`src/rtl/rpmc_pkg.sv`:
```
// Constants and types for the reader power mode controller.
// Assumes a single 250 MHz core clock; all times below become cycle counts of it.
package rpmc_pkg;

    // Register offsets on the plain register port
    localparam logic [4:0] CSC_OFS  = 5'h00;   // chip_status_control
    localparam logic [4:0] RGC_OFS  = 5'h0B;   // regulator_control
    localparam logic [4:0] STAT_OFS = 5'h10;   // power state readback

    // Reset values
    localparam logic [7:0] CSC_RST = 8'h01;    // Mode 1, 5 V supply
    localparam logic [7:0] RGC_RST = 8'h87;    // Automatic regulation

    // Field positions of chip_status_control
    localparam int CSC_STBY_BIT   = 7;
    localparam int CSC_RF_BIT     = 5;
    localparam int CSC_HALF_BIT   = 4;
    localparam int CSC_RXMUX_BIT  = 3;
    localparam int CSC_RXONLY_BIT = 1;
    localparam int CSC_VSEL_BIT   = 0;

    // Clock rates
    localparam int CLK_HZ      = 250_000_000;
    localparam int AUX_CLK_HZ  = 60_000;
    localparam int XTAL_CLK_HZ = 13_560_000;
    localparam int AUX_HALF_CYC  = CLK_HZ / (2 * AUX_CLK_HZ);
    localparam int XTAL_HALF_CYC = CLK_HZ / (2 * XTAL_CLK_HZ);

    // Timing, in microseconds, and derived cycle counts (rounded down)
    localparam int CONFIRM_US = 100;
    localparam int STBY_REC_US = 100;
    localparam int MODE1_REC_US = 25;
    localparam int CONFIRM_CYC  = CLK_HZ / 1_000_000 * CONFIRM_US;
    localparam int STBY_REC_CYC = CLK_HZ / 1_000_000 * STBY_REC_US;
    localparam int MODE1_REC_CYC = CLK_HZ / 1_000_000 * MODE1_REC_US;

    // Power sequencing states
    typedef enum logic [2:0] {
        PMC_IDLE,
        PMC_START,
        PMC_CONFIRM,
        PMC_ACTIVE
    } rpmc_state_t;

endpackage

```
`src/rtl/rpmc_pin_sync.sv`:
```
// Three-stage synchroniser for one asynchronous pin.
// Assumes the pin is a slow level; the output follows once stages two and three agree.
`timescale 1ns/1ns
module rpmc_pin_sync (
    input  wire logic core_clk,   // Core clock
    input  wire logic rst,        // Async reset, active high
    input  wire logic pin_in,     // Raw pin level
    output logic      level_q     // Filtered level
);

    typedef struct packed {
        logic s1;
        logic s2;
        logic s3;
        logic lvl;
    } rpmc_sync_t;

    rpmc_sync_t s_q;
    rpmc_sync_t s_d;

    ////////////////////////////////////////////////////////////////////////
    // Stage one is read only by stage two, to keep metastability contained
    always_comb begin
        s_d = s_q;
        s_d.s1 = pin_in;
        s_d.s2 = s_q.s1;
        s_d.s3 = s_q.s2;
        if (s_q.s2 == s_q.s3) begin
            s_d.lvl = s_q.s3;
        end
    end

    always_ff @(posedge core_clk or posedge rst) begin
        if (rst) begin
            s_q.s1  <= 1'b0;
            s_q.s2  <= 1'b0;
            s_q.s3  <= 1'b0;
            s_q.lvl <= 1'b0;
        end else begin
            s_q <= s_d;
        end
    end

    assign level_q = s_q.lvl;

endmodule

```
`src/rtl/rpmc_top.sv`:
```
// Power mode controller: enable pins, start-up sequence, MCU clock, RF modes.
// Assumes analog blocks report supply settling and oscillator lock as pin levels.
//
// Our own choice: the strobed register port.
`timescale 1ns/1ns
module rpmc_top #(
    parameter int CONFIRM_CYCLES = rpmc_pkg::CONFIRM_CYC,    // Wake confirm window
    parameter int STBY_CYCLES    = rpmc_pkg::STBY_REC_CYC,   // Standby recovery
    parameter int MODE1_CYCLES   = rpmc_pkg::MODE1_REC_CYC   // Mode 1 recovery
) (
    input  wire logic       core_clk,          // 250 MHz core clock
    input  wire logic       rst,               // Async reset, active high
    input  wire logic       main_enable,       // Main enable pin
    input  wire logic       secondary_wake_enable, // Secondary enable pin
    input  wire logic       supplies_settled,  // Regulators settled, from analog
    input  wire logic       osc_stable,        // Crystal oscillator stable, from analog
    input  wire logic [4:0] reg_addr,          // Register address
    input  wire logic [7:0] reg_wdata,         // Register write data
    input  wire logic       reg_wr,            // Write strobe
    input  wire logic       reg_rd,            // Read strobe
    output logic      [7:0] reg_rdata,         // Read data, cycle after strobe
    output logic            mcu_clock_output,  // Clock for the host MCU
    output logic            mcu_clk_is_xtal,   // Clock output runs from crystal
    output logic            vdd_x_en,          // Auxiliary supply enable
    output logic            regulators_en,     // Main regulators enable
    output logic            osc_en,            // Crystal oscillator enable
    output logic            tx_en,             // Transmitter enable
    output logic            rx_en,             // Receiver enable
    output logic            half_power,        // Transmitter at half power
    output logic            supply_5v_sel,     // 5 V supply configuration
    output logic            rx_swap,           // Receiver input swap
    output logic      [7:0] regulator_setting, // Regulator control to analog
    output logic            ready,             // Ready to communicate
    output logic            rf_ready           // Active, not in standby, recovery wait over
);

    typedef struct packed {
        rpmc_pkg::rpmc_state_t st;
        logic [15:0]           cnt;       // Confirm window countdown
        logic [15:0]           rec;       // Mode recovery countdown
        logic [11:0]           div;       // Clock output divider
        logic                  clk;       // Clock output level
        logic                  xtal;      // Clock output from crystal
        logic                  sec_prev;  // Secondary enable, last cycle
        logic [7:0]            csc;       // chip_status_control
        logic [7:0]            rgc;       // regulator_control
        logic [7:0]            rdata;     // Read data
    } rpmc_top_t;

    rpmc_top_t s_q;
    rpmc_top_t s_d;
    logic      en_s;
    logic      sec_s;
    logic      settled_s;
    logic      stable_s;

    ////////////////////////////////////////////////////////////////////////
    // Pin synchronisers
    rpmc_pin_sync u_sync_en (
        .core_clk (core_clk),
        .rst      (rst),
        .pin_in   (main_enable),
        .level_q  (en_s)
    );
    rpmc_pin_sync u_sync_sec (
        .core_clk (core_clk),
        .rst      (rst),
        .pin_in   (secondary_wake_enable),
        .level_q  (sec_s)
    );
    rpmc_pin_sync u_sync_set (
        .core_clk (core_clk),
        .rst      (rst),
        .pin_in   (supplies_settled),
        .level_q  (settled_s)
    );
    rpmc_pin_sync u_sync_osc (
        .core_clk (core_clk),
        .rst      (rst),
        .pin_in   (osc_stable),
        .level_q  (stable_s)
    );

    ////////////////////////////////////////////////////////////////////////
    // Mode decode, shared by outputs and recovery timing
    function automatic logic mode_tx(input logic [7:0] c);
        mode_tx = !c[rpmc_pkg::CSC_STBY_BIT] && c[rpmc_pkg::CSC_RF_BIT];
    endfunction

    function automatic logic mode_rx(input logic [7:0] c);
        mode_rx = !c[rpmc_pkg::CSC_STBY_BIT]
                  && (c[rpmc_pkg::CSC_RF_BIT] || c[rpmc_pkg::CSC_RXONLY_BIT]);
    endfunction

    function automatic logic mode_one(input logic [7:0] c);
        mode_one = !c[rpmc_pkg::CSC_STBY_BIT] && !c[rpmc_pkg::CSC_RF_BIT]
                   && !c[rpmc_pkg::CSC_RXONLY_BIT];
    endfunction

    ////////////////////////////////////////////////////////////////////////
    // Next-state logic
    always_comb begin
        logic       active;
        logic       clk_on;
        logic [7:0] csc_n;
        active = 1'b0;
        clk_on = 1'b0;
        csc_n  = s_q.csc;
        s_d = s_q;
        s_d.sec_prev = sec_s;

        // Register port; reads answer one cycle later, unmapped reads zero
        if (reg_wr && reg_addr == rpmc_pkg::CSC_OFS) begin
            csc_n = reg_wdata;
        end
        if (reg_wr && reg_addr == rpmc_pkg::RGC_OFS) begin
            s_d.rgc = reg_wdata;
        end
        s_d.csc = csc_n;
        if (reg_rd) begin
            case (reg_addr)
                rpmc_pkg::CSC_OFS:  s_d.rdata = s_q.csc;
                rpmc_pkg::RGC_OFS:  s_d.rdata = s_q.rgc;
                rpmc_pkg::STAT_OFS: s_d.rdata = {3'h0, rf_ready, s_q.xtal, 1'b0, s_q.st[1:0]};
                default:            s_d.rdata = 8'h00;
            endcase
        end

        // Leaving standby, or leaving mode 1 for an RF mode, starts the recovery wait
        if (s_q.csc[rpmc_pkg::CSC_STBY_BIT] && !csc_n[rpmc_pkg::CSC_STBY_BIT]) begin
            s_d.rec = 16'(STBY_CYCLES);
        end else if (mode_one(s_q.csc) && !mode_one(csc_n)
                     && !csc_n[rpmc_pkg::CSC_STBY_BIT]) begin
            s_d.rec = 16'(MODE1_CYCLES);
        end else if (s_q.rec != 16'h0000) begin
            s_d.rec = s_q.rec - 16'h0001;
        end

        // Power sequencing
        case (s_q.st)
            rpmc_pkg::PMC_IDLE: begin
                s_d.xtal = 1'b0;
                if (en_s) begin
                    s_d.st = rpmc_pkg::PMC_START;
                end else if (sec_s && !s_q.sec_prev) begin
                    s_d.st = rpmc_pkg::PMC_START;
                end
            end
            rpmc_pkg::PMC_START: begin
                if (settled_s && stable_s) begin
                    s_d.xtal = 1'b1;
                    s_d.cnt  = 16'(CONFIRM_CYCLES - 1);
                    s_d.st   = en_s ? rpmc_pkg::PMC_ACTIVE : rpmc_pkg::PMC_CONFIRM;
                end
            end
            rpmc_pkg::PMC_CONFIRM: begin
                if (en_s) begin
                    s_d.st = rpmc_pkg::PMC_ACTIVE;
                end else if (s_q.cnt == 16'h0000) begin
                    s_d.st   = rpmc_pkg::PMC_IDLE;
                    s_d.xtal = 1'b0;
                end else begin
                    s_d.cnt = s_q.cnt - 16'h0001;
                end
            end
            rpmc_pkg::PMC_ACTIVE: begin
                active = 1'b1;
                if (!en_s) begin
                    s_d.st   = rpmc_pkg::PMC_IDLE;
                    s_d.xtal = 1'b0;
                end
            end
            default: begin
                s_d.st = rpmc_pkg::PMC_IDLE;
            end
        endcase

        // Clock output: aux rate until the crystal is selected, off in power down
        clk_on = s_q.xtal || sec_s || s_q.st != rpmc_pkg::PMC_IDLE;
        if (!clk_on || s_q.xtal != s_d.xtal) begin
            s_d.div = 12'h000;
            s_d.clk = 1'b0;
        end else if (s_q.div == (s_q.xtal ? 12'(rpmc_pkg::XTAL_HALF_CYC - 1)
                                          : 12'(rpmc_pkg::AUX_HALF_CYC - 1))) begin
            s_d.div = 12'h000;
            s_d.clk = !s_q.clk;
        end else begin
            s_d.div = s_q.div + 12'h001;
        end
        if (active) begin
            s_d.st = s_d.st;
        end
    end

    always_ff @(posedge core_clk or posedge rst) begin
        if (rst) begin
            s_q.st       <= rpmc_pkg::PMC_IDLE;
            s_q.cnt      <= 16'h0000;
            s_q.rec      <= 16'h0000;
            s_q.div      <= 12'h000;
            s_q.clk      <= 1'b0;
            s_q.xtal     <= 1'b0;
            s_q.sec_prev <= 1'b0;
            s_q.csc      <= rpmc_pkg::CSC_RST;
            s_q.rgc      <= rpmc_pkg::RGC_RST;
            s_q.rdata    <= 8'h00;
        end else begin
            s_q <= s_d;
        end
    end

    ////////////////////////////////////////////////////////////////////////
    // Outputs; TX and RX enables only take effect while active, other bits pass straight through
    logic act_q;
    assign act_q             = s_q.st == rpmc_pkg::PMC_ACTIVE;
    assign reg_rdata         = s_q.rdata;
    assign mcu_clock_output  = s_q.clk;
    assign mcu_clk_is_xtal   = s_q.xtal;
    assign vdd_x_en          = sec_s || s_q.st != rpmc_pkg::PMC_IDLE;
    assign regulators_en     = s_q.st != rpmc_pkg::PMC_IDLE;
    assign osc_en            = s_q.st != rpmc_pkg::PMC_IDLE;
    assign tx_en             = act_q && mode_tx(s_q.csc);
    assign rx_en             = act_q && mode_rx(s_q.csc);
    assign half_power        = s_q.csc[rpmc_pkg::CSC_HALF_BIT];
    assign supply_5v_sel     = s_q.csc[rpmc_pkg::CSC_VSEL_BIT];
    assign rx_swap           = s_q.csc[rpmc_pkg::CSC_RXMUX_BIT];
    assign regulator_setting = s_q.rgc;
    assign ready             = act_q;
    assign rf_ready          = act_q && s_q.rec == 16'h0000
                               && !s_q.csc[rpmc_pkg::CSC_STBY_BIT];
endmodule

```
`config.mk`:
```
export PLATFORM = sky130hd
export DESIGN_NAME = rpmc_top
export DESIGN_NICKNAME = d
export VERILOG_FILES = /design/src/rtl/rpmc_pkg.sv /design/src/rtl/rpmc_pin_sync.sv /design/src/rtl/rpmc_top.sv
export SDC_FILE = /design/constraint.sdc
export NUM_CORES = 1
export LEC_CHECK = 0
export BUFFER_PORTS_ARGS = -buffer_cell sky130_fd_sc_hd__buf_4
export CORE_MARGIN = 4
export CORE_UTILIZATION = 40
export DETAILED_ROUTE_END_ITERATION = 16
export PLACE_DENSITY = 0.61
export SLEW_MARGIN = 20
export SYNTH_ARGS = -nofsm -noshare
export SYNTH_HDL_FRONTEND = slang
export SYNTH_HIERARCHICAL = 1
export SYNTH_SLANG_ARGS = --single-unit
```
`constraint.sdc`:
```
create_clock -name core_clk -period 2.4 [get_ports core_clk]
set_input_delay 0.48 -clock core_clk [delete_from_list [all_inputs] [get_ports core_clk]]
set_output_delay 0.48 -clock core_clk [all_outputs]
set_load 0.02 [all_outputs]
```
[Word level (Yosys, flattened, before mapping)]
Cells that the tools add are included.
Cells by class
  mux-type cells: 25
  multiply operators: 0
  bitwise logic cells: 0
  shift operators: 0
  equality and inequality tests: 17
  reduce and logical (&&, ||, !) cells: 43
  add/subtract/negate cells: 3
  divide/modulo/power cells: 0
  magnitude comparators: 0
Operator list (count)
  $mux W16: 5
  $logic_not A16 Y1: 2
  $pmux W16 S2: 1
  $sub A16 B1 Y16 const B: 2
  $mux W12: 2
  $pmux W8 S3: 1
  $mux W19: 1
  $logic_and A1 B1 Y1: 17
  $reduce_bool A16 Y1: 1
  $mux W3: 5
  $mux W13: 1
  $add A12 B1 Y12 const B: 1
  $eq A12 B12 Y1: 1
  $pmux W3 S4: 1
  $logic_not A1 Y1: 10
  $mux W8: 1
  $ne A2 B2 Y1 const B: 4
  $reduce_and A4 Y1: 2
  $eq A3 B2 Y1 const B: 2
  $mux W1: 6
  $ne A3 B2 Y1 const B: 2
  $reduce_bool A3 Y1: 2
  $eq A5 B4 Y1 const B: 1
  $eq A5 B5 Y1 const B: 1
  other kinds (8): 16
Word-level totals
  word-level logic and storage cells: 115
  memories: 0
  output and inout port bits: 28
  input bits: 21
  latch bits: 0
  ROM bits: 0
  flip-flop bits (word level): 90
  bits in writable memories: 0

[Logic depth before layout (Yosys ltp)]
Gate-level depths: netlist of run 1.
  depth after elaboration: 11
  gate-level depth with buffers: 8
  gate-level depth less buffers: 7

[Modules after synthesis]
Netlist of run 1, hierarchy kept.
Modules (own cells, without submodules)
  rpmc_top: instances 1, area each 3896.2 µm², sequential area each 1833.0 µm², cells an instance 384
  rpmc_pin_sync: instances 4, area each 115.1 µm², sequential area each 100.1 µm², cells an instance 6

[Worst setup path after synthesis of run 1]
No wires, ideal clock.
  path kind: register to output
  start: reg s_q[39] in the netlist's numbering
  end: out rf_ready
  cell stages (with the launch flop): 7
  setup slack: 0.260 ns
  arrival: 1.660 ns
  data required time: 1.920 ns
  buffers on the path: 1
  cells stage by stage: dfrtp_1 inv_1 ha_1 nor4b_1 nand4_1 clkbuf_1 nor2_1
Between the ends
  word-level cells in the longest chain between the ends: 3
RTL lines
  start: declaration: line rpmc_top.sv:50  | rpmc_top_t s_q;
  $logic_not A16 Y1: line rpmc_top.sv:229  | assign rf_ready = act_q && s_q.rec == 16'h0000
  $logic_and A1 B1 Y1: line rpmc_top.sv:229
  $logic_and A1 B1 Y1: line rpmc_top.sv:230  | && !s_q.csc[rpmc_pkg::CSC_STBY_BIT];
  end: declaration: line rpmc_top.sv:34  | output logic rf_ready
No other way between the ends.

[Worst setup path after layout of run 1]
Ends and elaborated chain as after synthesis.

==> results of run 1 <==
## worst max-delay path by stage
stage                     startpoint    endpoint  slack (ns)  cells after the start
after floorplan                  rst  half_power        0.08                      1
after global placement       s_q[55]     s_q[32]        0.47                      7
after detailed placement     s_q[66]     s_q[65]        0.43                      5
after CTS                    s_q[39]    rf_ready        0.06                      6
after global routing         s_q[39]    rf_ready       -0.02                      6
final                        s_q[39]    rf_ready        0.15                      6
## state kept, by name, summed over array words and instances, names as in the netlist, 2 cells and up
name / flops
u_sync_sec/s_d: 2
regulator_setting: 8
u_sync_osc/s_d: 2
u_sync_set/s_d: 2
reg_rdata: 8
u_sync_en/s_d: 2
s_q: 52
## synth_stat cells (7+ instances only)
cell and number:
nand2_1 20, xor2_1 17, nor4_1 9, inv_1 13, nand3_1 17, mux2_2 19, a21oi_1 16, xnor2_1 15
a22oi_1 7, nor2_1 56, buf_4 18, dfrtp_1 84
## layout make-up
| class | instances | area (µm²) | area share (%) |
|---|---|---|---|
| clock inverters | 3 | 22.5 | 0.450 |
| clock buffers | 13 | 169 | 3.38 |
| flip-flops and latches | 89 | 2230 | 44.7 |
| multi-input cells | 278 | 1910 | 38.2 |
| inverters | 13 | 48.8 | 0.976 |
| well taps | 136 | 170 | 3.40 |
| repair buffers | 58 | 448 | 8.96 |
## routing by layer
metal  share of wire (%)  track usage, %
met1                  47            19.6
met2                  49            23.2
met3                 3.7            4.31
met4                0.42            2.72
met5                   0               0
## repair_timing
item	CTS	global route
gates resized for setup	0	2
hold buffers	0	0
hold endpoints to repair	0	0
setup endpoints to repair	0	1
buffers inserted	0	0
## placed cells by master, fill, tap and decap left out, types with 15 or more instances in the layout
master / synthesis / routed
a21oi_1: 16 / 16
buf_4: 18 / 57
dfrtp_1: 84 / 84
mux2_2: 19 / 19
nand2_1: 20 / 20
nand3_1: 17 / 17
nor2_1: 56 / 56
xnor2_1: 15 / 15
xor2_1: 17 / 17
## power by group
group	switching, µW	internal (µW)
logic	572	510
clock network	517	467
registers	288	1750
## through the flow
| stage | setup slack [ns] | setup TNS (ns) |
|---|---|---|
| after floorplan | 0.0750 | 0 |
| after global placement | 0.471 | 0 |
| after detailed placement | 0.435 | 0 |
| after CTS | 0.0650 | 0 |
| after global routing | -0.0207 | -0.0207 |
| final | 0.147 | 0 |
## cell families (layout without fill, tap and decap cells)
logic type	count (synthesis)	in the layout	synth area share, %
XOR/XNOR	32	32	6.43
AND/OR/NAND/NOR	162	162	20.7
buffers and inverters	41	87	5.23
flip-flops	89	89	51.3
adder cells (fa/ha/maj)	7	7	1.90
multiplexers	21	21	5.37
AO/OA/AOI/OAI	56	56	9.08
## worst max-delay path, delay by kind of cell (launching register included)
kind          cells  cell delay [ns]
fa+ha+maj         1             0.20
buf+inv           2             0.22
flops             1             0.41
simple gates      3             0.59
==> key figures, run 1 <==
Outcome
  • Status: completed

GRT
  • Vias in the first global route: 3078
  • Pin count of the biggest net entering global routing: 74
  • First-pass GRT wire length: 15000 µm
  • Initial antenna violation count: 0
  • Remaining Overflow, GRT: 0
  • Total GRT Usage: 14.5%

STA
  • Hold Fails Final Rpt: 0
  • Fmax: 444 MHz
  • Fin crit period: 2.25 ns
  • Slew @ Worst Pin: 0.709 ns
  • Fin crit share: 93.9%
  • Hold slack: 0.0344 ns
  • Relative slew slack: 52.5%
  • Final Setup Violations: 0
  • Pins over their slew limit: 0
  • Final clock skew: 0.0166 ns

Placed design
  • Area after DPL: 4800 µm²
  • Port Buf Inserts: 48
  • HPWL Detailed: 6250 µm
  • Placed cells: 574
  • Gpl congestion: 0.824

Layout
  • N_diodes: 0
  • Fill cell total of the finished layout: 1020
  • Final Util: 47.8%
  • Layout net count: 473
  • Area Overhead vs Synth: 14.8%
  • Layout cells sized above 1: 26.7%
  • Non-Filler Instances: 590
  • Final instance area: 5000 µm²

Clock network
  • CTS sink count: 89
  • Clock Latency Late Sink: 0.35 ns
  • Clk root buf: clkbuf_8
  • TritonCTS clock tree: done
  • TritonCTS buffer count: 9
  • Clock Tree Buf Depth: 2
  • CTS HTree Levels: 3
  • Worst-path clk slew: 0.09 ns

Die
  • Core box area: 10500 µm²
  • Die Area: 12600 µm²
  • Width of the die: 112 µm
  • Die Ht: 112 µm
  • Boundary Pins: 49
  • Initial Util: 41.6%
  • Rows: 37

Pwr
  • Max VDD drop: 0.000424 V
  • Overall Power: 4110 µW
  • PwrDens: 822 nW/µm²
  • Cell leakage power: 0.00211 µW

Synthesis
  • Syn_nets: 432
  • Top post-synthesis cells by area: dfrtp_1, mux2_2, nor2_1
  • Cells after Synth: 408
  • Synth Register Bits: 89
  • Netlist cell types: 63
  • Register area share after synthesis: 51.3%
  • Ys Warns: 6
  • Main flop type after synthesis: dfrtp_1
  • Top cell type's share of synthesized area: 48.2%
  • EDFF count, synth: 0
  • Syn Area/Cell: 10.7 µm²
  • Synth async-reset ratio: 100%
  • Synthesized area: 4360 µm²
  • Yosys top cell by area: dfrtp_1

Worst setup path
  • Setup crit end kind: output port
  • FF-to-FF path depth: 7
  • RR Startpoint: s_q[55]
  • Max incr delay on CP: 0.41 ns
  • Cell-by-cell listing of the critical path: inv_1 > ha_1 > nor4b_2 > nand4_1 > nor2_1 > buf_4
  • WP data arrival: 1.77 ns
  • FF-to-FF End: s_q[29]
  • Req. time, crit path: 1.92 ns
  • Setup crit start kind: register
  • Slowest library cell on the worst path: dfrtp_1
  • Crit Path Max Fanout: 4
  • Crit Path Category: register to output port
  • R2r setup slk: 0.41 ns

Routing
  • Initial DRT Pass Iterations: 4
  • Residual DRC: 0
  • Routed vias: 3104
  • Post-DR wirelength/cell: 14.7 µm
  • Routed wire length: 8670 µm
  • First DRT Iteration DRCs: 223
  • Via density: 5.26
  • DRT antenna net count: 0

Min path
  • Class of the worst hold path: input pin to async pin

Flow run
  • Max-cap violation count: 0
Note: power is estimated with default switching activity, not from simulation.
==> run 2: changes to the inputs <==
--- a/config.mk
+++ b/config.mk
@@ -7,9 +7,9 @@
 export LEC_CHECK = 0
 export BUFFER_PORTS_ARGS = -buffer_cell sky130_fd_sc_hd__buf_4
 export CORE_MARGIN = 4
-export CORE_UTILIZATION = 40
+export CORE_UTILIZATION = 53
 export DETAILED_ROUTE_END_ITERATION = 16
-export PLACE_DENSITY = 0.61
+export PLACE_DENSITY = 0.76
 export SLEW_MARGIN = 20
 export SYNTH_ARGS = -nofsm -noshare
 export SYNTH_HDL_FRONTEND = slang
==> key figures, run 2 (synthesis gave the netlist of run 1 again) <==
Layout
  • Fill cell total of the finished layout: 645 (-37%)
  • Non-Filler Instances: 557 (-5.6%)
  • Layout net count: 474 (+0.21%)
  • Max reg flops: 52 (unchanged)
  • N_diodes: 0 (unchanged)
  • Commonest non-fill, non-tap cells in the layout: dfrtp_1, buf_4, nor2_1
  • Largest Register: s_q
  • Area Overhead vs Synth: 13.9%
  • Commonest non-fill, non-tap cell in the layout: dfrtp_1
  • Layout cells sized above 1: 26.6% (-0.059 points)

Routing
  • Via density: 5.67 (+7.8%)
  • DRT antenna net count: 0 (unchanged)
  • Initial DRT Pass Iterations: 4 (unchanged)
  • Residual DRC: 0 (unchanged)
  • Routed wire length: 8730 µm (+0.67%)
  • Routed vias: 3158 (+1.7%)
  • First DRT Iteration DRCs: 120 (-46%)
  • Post-DR wirelength/cell: 15.7 µm (+6.6%)

Pwr
  • Int Pwr: 2750 µW (+0.72%)
  • Clk pwr share: 24.7% (+0.8 points)
  • Max VDD drop: 0.000363 V (-14%)
  • Cell leakage power: 0.00211 µW (-0.12%)
  • Share of power burned in registers: 49.1% (-0.6 points)
  • Switching Share: 33.8% (+0.26 points)
  • Combinational power share: 26.2% (-0.2 points)
  • PwrDens: 837 nW/µm² (+1.9%)
  • Net switching power: 1400 µW (+1.9%)

GRT
  • Total GRT Usage: 18.5% (+4.1 points)
  • Initial antenna violation count: 0 (unchanged)
  • First-pass GRT wire length: 14700 µm (-2.3%)
  • Pin count of the biggest net entering global routing: 35 (-53%)
  • Vias in the first global route: 3096 (+0.58%)
  • Remaining Overflow, GRT: 0 (unchanged)

Die
  • Width of the die: 98.7 µm (-12%)
  • Die Area: 9730 µm² (-23%)
  • Rows: 32 (-14%)
  • Die Ht: 98.7 µm (-12%)
  • Boundary Pins: 49 (unchanged)
  • Initial Util: 55.5% (+14 points)
  • Core box area: 7850 µm² (-25%)

STA
  • Final Setup Violations: 0 (unchanged)
  • Relative slew slack: 56.9% (+4.3 points)
  • Fmax: 442 MHz (-0.38%)
  • Fin crit share: 94.2% (+0.36 points)
  • Final clock skew: 0.0100 ns (-0.00656 ns)
  • Fin crit period: 2.26 ns (+0.00862 ns)
  • Setup_tns: 0 ns (unchanged)
  • RSZ-0062 raised after global routing: no
  • Hold Fails Final Rpt: 0 (unchanged)
  • Hold slack: 0.0366 ns (+0.00224 ns)
  • Pins over their slew limit: 0 (unchanged)
  • Slew @ Worst Pin: 0.644 ns (-0.0646 ns)

Clock network
  • TritonCTS buffer count: 9 (unchanged)
  • Worst-path clk slew: 0.10 ns (about the same)
  • Clk root buf: clkbuf_8
  • CTS sink count: 89 (unchanged)
  • Hold buffers post-CTS: 0 (unchanged)
  • CTS HTree Levels: 3 (unchanged)
  • Clock Latency Late Sink: 0.35 ns (about the same)
  • TritonCTS clock tree: done
  • Clock Tree Buf Depth: 2 (unchanged)

Placed design
  • Gpl congestion: 0.829 (+0.62%)
  • Placed cells: 541 (-5.7%)
  • HPWL Detailed: 6270 µm (+0.37%)
  • Port Buf Inserts: 48 (unchanged)

Worst setup path
  • Setup crit start kind: register
  • RR Startpoint: s_q[55]
  • Crit Path Max Fanout: 5 (+1)
  • WP data arrival: 1.78 ns (about the same)
  • Critical path origin: s_q[48]
  • Req. time, crit path: 1.92 ns (about the same)
  • Setup crit end kind: output port
  • Crit Path Category: register to output port
  • R2r setup slk: 0.36 ns (-0.05 ns)

Flow run
  • Max-cap violation count: 0 (unchanged)

Min path
  • Class of the worst hold path: input pin to async pin

Outcome
  • Status: completed
run 2: cell types whose count changed in the layout (fill, tap and decap cells not counted):
| cell | change |
|---|---|
| clkbuf_8 | -3 |
| buf_4 | +1 |
| bufinv_16 | +1 |
| clkinvlp_4 | +2 |
| nor4_1 | +1 |
| nor4_2 | -1 |
run 2: path summary, 6_finish.rpt:
check	to	cells past startpoint
worst max-delay path	rf_ready	4
worst min-delay path	u_sync_sec/level_q	2
worst max register to register	s_q[29]	7
worst min register to register	u_sync_set/s_d[1]	0
max in group asynchronous	regulator_setting[7]	3
min in group core_clk	u_sync_osc/s_d[2]	1
run 2: what timing repair did:
item / in CTS / in global routing
setup endpoints to repair: 0 / 1
buffers inserted: 0 / 0
hold endpoints to repair: 0 / 0
resized for setup: 0 / 1
run 2: cell type report:
cell class	instances	area, µm²	area share, %
timing repair buffer	59	455	9.18
clock inverter	6	67.6	1.36
inverter	13	48.8	0.983
tap	102	128	2.57
multi-input combinational	278	1900	38.3
sequential	89	2230	45.0
clock buffer	10	128	2.57
run 2: critical path, stage by stage, from the launching register on:
cell and delay [ns]:
dfrtp_1 0.43, nor4_1 0.52, nand4_1 0.19, nor2_1 0.13, buf_4 0.15
run 2: metal layers:
layer  share of wire [%]  vias to the layer above  GRT usage [%]
li1                    -                     1508              -
met1                  46                     1544           25.3
met2                  47                       90           28.9
met3                 4.7                       16           4.25
met4                 1.7                        0           7.25
met5                   0                        -              0
run 2: power groups by stage:
stage                     sequential [µW]  combinational [µW]  clock, µW
after floorplan                      2000                 811          0
after global placement               2040                1060          0
after detailed placement             2060                1090          0
after CTS                            2030                1100       1050
after global routing                 2080                1200       1110
final                                2040                1090       1030
run 2: metrics by stage:
stage	worst slack (ns)	area, µm²	total power (µW)	util [%]
after floorplan	0.0750	4360	2820	-
after global placement	0.451	4760	3100	60.7
after detailed placement	0.374	4760	3150	60.7
after CTS	0.0791	4960	4170	63.2
after global routing	0.0772	4960	4390	63.2
final	0.138	4960	4150	63.2
==> run 3: changes to the inputs <==
--- a/config.mk
+++ b/config.mk
@@ -7,9 +7,9 @@
 export LEC_CHECK = 0
 export BUFFER_PORTS_ARGS = -buffer_cell sky130_fd_sc_hd__buf_4
 export CORE_MARGIN = 4
-export CORE_UTILIZATION = 53
+export CORE_UTILIZATION = 58
 export DETAILED_ROUTE_END_ITERATION = 16
-export PLACE_DENSITY = 0.76
+export PLACE_DENSITY = 0.79
 export SLEW_MARGIN = 20
 export SYNTH_ARGS = -nofsm -noshare
 export SYNTH_HDL_FRONTEND = slang
==> constraint.sdc (replaced) <==
create_clock -name core_clk -period 2.53 [get_ports core_clk]
set_input_delay 0.506 -clock core_clk [delete_from_list [all_inputs] [get_ports core_clk]]
set_output_delay 0.506 -clock core_clk [all_outputs]
set_load 0.02 [all_outputs]
==> key figures, run 3 (synthesis gave the netlist of run 1 again) <==
Layout
  • N_diodes: 0 (unchanged)
  • Fill cell total of the finished layout: 588 (-8.8%)
  • Commonest non-fill, non-tap cell in the layout: dfrtp_1
  • Layout net count: 469 (-1.1%)
  • Layout cells sized above 1: 26.0% (-0.59 points)
  • Final Util: 67.4% (+4.1 points)
  • Area Overhead vs Synth: 12.8%
  • Largest Register: s_q
  • Commonest non-fill, non-tap cells in the layout: dfrtp_1, nor2_1, buf_4
  • Max reg flops: 52 (unchanged)

STA
  • Final Setup Violations: 0 (unchanged)
  • Relative slew slack: 56.9% (about the same)
  • Final clock skew: 0.0117 ns (+0.00165 ns)
  • Fmax: 439 MHz
  • Pins over their slew limit: 0 (unchanged)
  • Fin crit period: 2.28 ns
  • Hold Fails Final Rpt: 0 (unchanged)
  • Fin crit share: 89.9%
  • Slew @ Worst Pin: 0.644 ns (-0.000424 ns)
  • Setup_tns: 0 ns (unchanged)
  • RSZ-0062 raised after global routing: no

GRT
  • Grt met1 use: 28.4% (+3.1 points)
  • Total GRT Usage: 20.9% (+2.3 points)
  • Remaining Overflow, GRT: 0 (unchanged)
  • Met3 Track Usage GR: 4.22% (-0.023 points)
  • Pin count of the biggest net entering global routing: 74 (+110%)
  • Vias in the first global route: 3165 (+2.2%)
  • Gr busiest metal: met2
  • Initial antenna violation count: 0 (unchanged)
  • M2 GR Usage: 33.2% (+4.3 points)
  • First-pass GRT wire length: 14700 µm (+0.14%)

Worst setup path
  • RR Startpoint: s_q[72]
  • WP data arrival: 1.77 ns (about the same)
  • Setup crit end kind: output port
  • Setup crit start kind: register
  • FF-to-FF End: s_q[66]
  • R2r setup slk: 0.34 ns (-0.02 ns)
  • Req. time, crit path: 2.02 ns (+0.10 ns)
  • Crit Path Max Fanout: 5 (unchanged)
  • FF-to-FF path depth: 5 (-2)
  • Crit Path Category: register to output port

Routing
  • DRT antenna net count: 0 (unchanged)
  • Post-DR wirelength/cell: 15.4 µm (-1.7%)
  • First DRT Iteration DRCs: 125 (+4.2%)
  • Residual DRC: 0 (unchanged)
  • Via density: 5.72 (+0.91%)
  • Routed vias: 3141 (-0.54%)
  • Routed wire length: 8460 µm (-3.1%)
  • Initial DRT Pass Iterations: 4 (unchanged)

Clock network
  • TritonCTS clock tree: done
  • CTS sink count: 89 (unchanged)
  • Worst-path clk slew: 0.09 ns (about the same)
  • Clock Latency Late Sink: 0.36 ns (about the same)
  • CTS HTree Levels: 3 (unchanged)
  • Postcts setup bufs: 0 (unchanged)
  • Clk root buf: clkbuf_8
  • TritonCTS buffer count: 9 (unchanged)
  • Clock Tree Buf Depth: 2 (unchanged)
  • Hold buffers post-CTS: 0 (unchanged)
  • CTS resizes: 0 (unchanged)

Outcome
  • Status: completed

Die
  • Die Area: 8960 µm² (-7.9%)
  • Core box area: 7290 µm² (-7.1%)
  • Boundary Pins: 49 (unchanged)
  • Rows: 31 (-3.1%)
  • Width of the die: 94.7 µm (-4.0%)
  • Initial Util: 59.7% (+4.2 points)
  • Die Ht: 94.7 µm (-4.0%)

Pwr
  • PwrDens: 784 nW/µm² (-6.4%)
  • Max VDD drop: 0.000443 V (+22%)
  • Cell leakage power: 0.00208 µW (-1.4%)

Placed design
  • Gpl congestion: 0.834 (+0.63%)
  • Port Buf Inserts: 48 (unchanged)
  • HPWL Detailed: 6100 µm (-2.7%)

Min path
  • Class of the worst hold path: input pin to async pin

Flow run
  • Max-cap violation count: 0 (unchanged)
run 3: cell count changes in the layout (fill, tap and decap cells not counted):
cell	previous run	this run
inv_6	1	3
clkbuf_1	1	0
bufinv_16	1	0
buf_4	58	53
clkinv_2	1	0
clkbuf_8	9	10
run 3: layer usage:
layer  vias up  wire [µm]  part of all wire, %
met5         -          0                    0
met4         0        109                  1.3
met3         8        322                  3.8
met2        60       4120                   49
met1      1572       3910                   46
li1       1501          -                    -
run 3: cell type report:
class                      instances  area [µm²]  area share, %
multi-input combinational        278        1900           38.7
clock buffer                      10         138           2.80
sequential                        89        2230           45.5
clock inverter                     6        50.0           1.02
timing repair buffer              54         418           8.51
tap                               99         124           2.52
inverter                          13        48.8          0.993
run 3: worst max-delay path, stage by stage, from the launching register on:
cell and delay [ns]:
dfrtp_1 0.44, nor4_1 0.48, nand4_1 0.20, nor2_1 0.14, buf_4 0.15
run 3: power by group:
part / internal [µW] / switching (µW)
Clock: 396 / 520
Sequential: 1660 / 303
Combinational: 462 / 508
Total: 2520 / 1330
run 3: metrics by stage:
step                      area [µm²]  cells  hold WS (ns)  total power (µW)  worst slack, ns
after floorplan                 4360    408         0.272              2670            0.179
after global placement          4720    533         0.332              2910            0.529
after detailed placement        4720    533         0.341              2960            0.395
after CTS                       4910    549        0.0505              3880            0.135
after global routing            4910    549        0.0495              4100            0.122
final                           4910    549        0.0558              3850            0.254
run 3: worst max path at each step:
stage,end,slack (ns),cells past startpoint,from
after floorplan,half_power,0.18,1,rst
after global placement,s_q[66],0.53,5,s_q[72]
after detailed placement,s_q[66],0.39,5,s_q[72]
after CTS,rf_ready,0.13,6,s_q[39]
after global routing,rf_ready,0.12,6,s_q[39]
final,rf_ready,0.25,4,s_q[48]
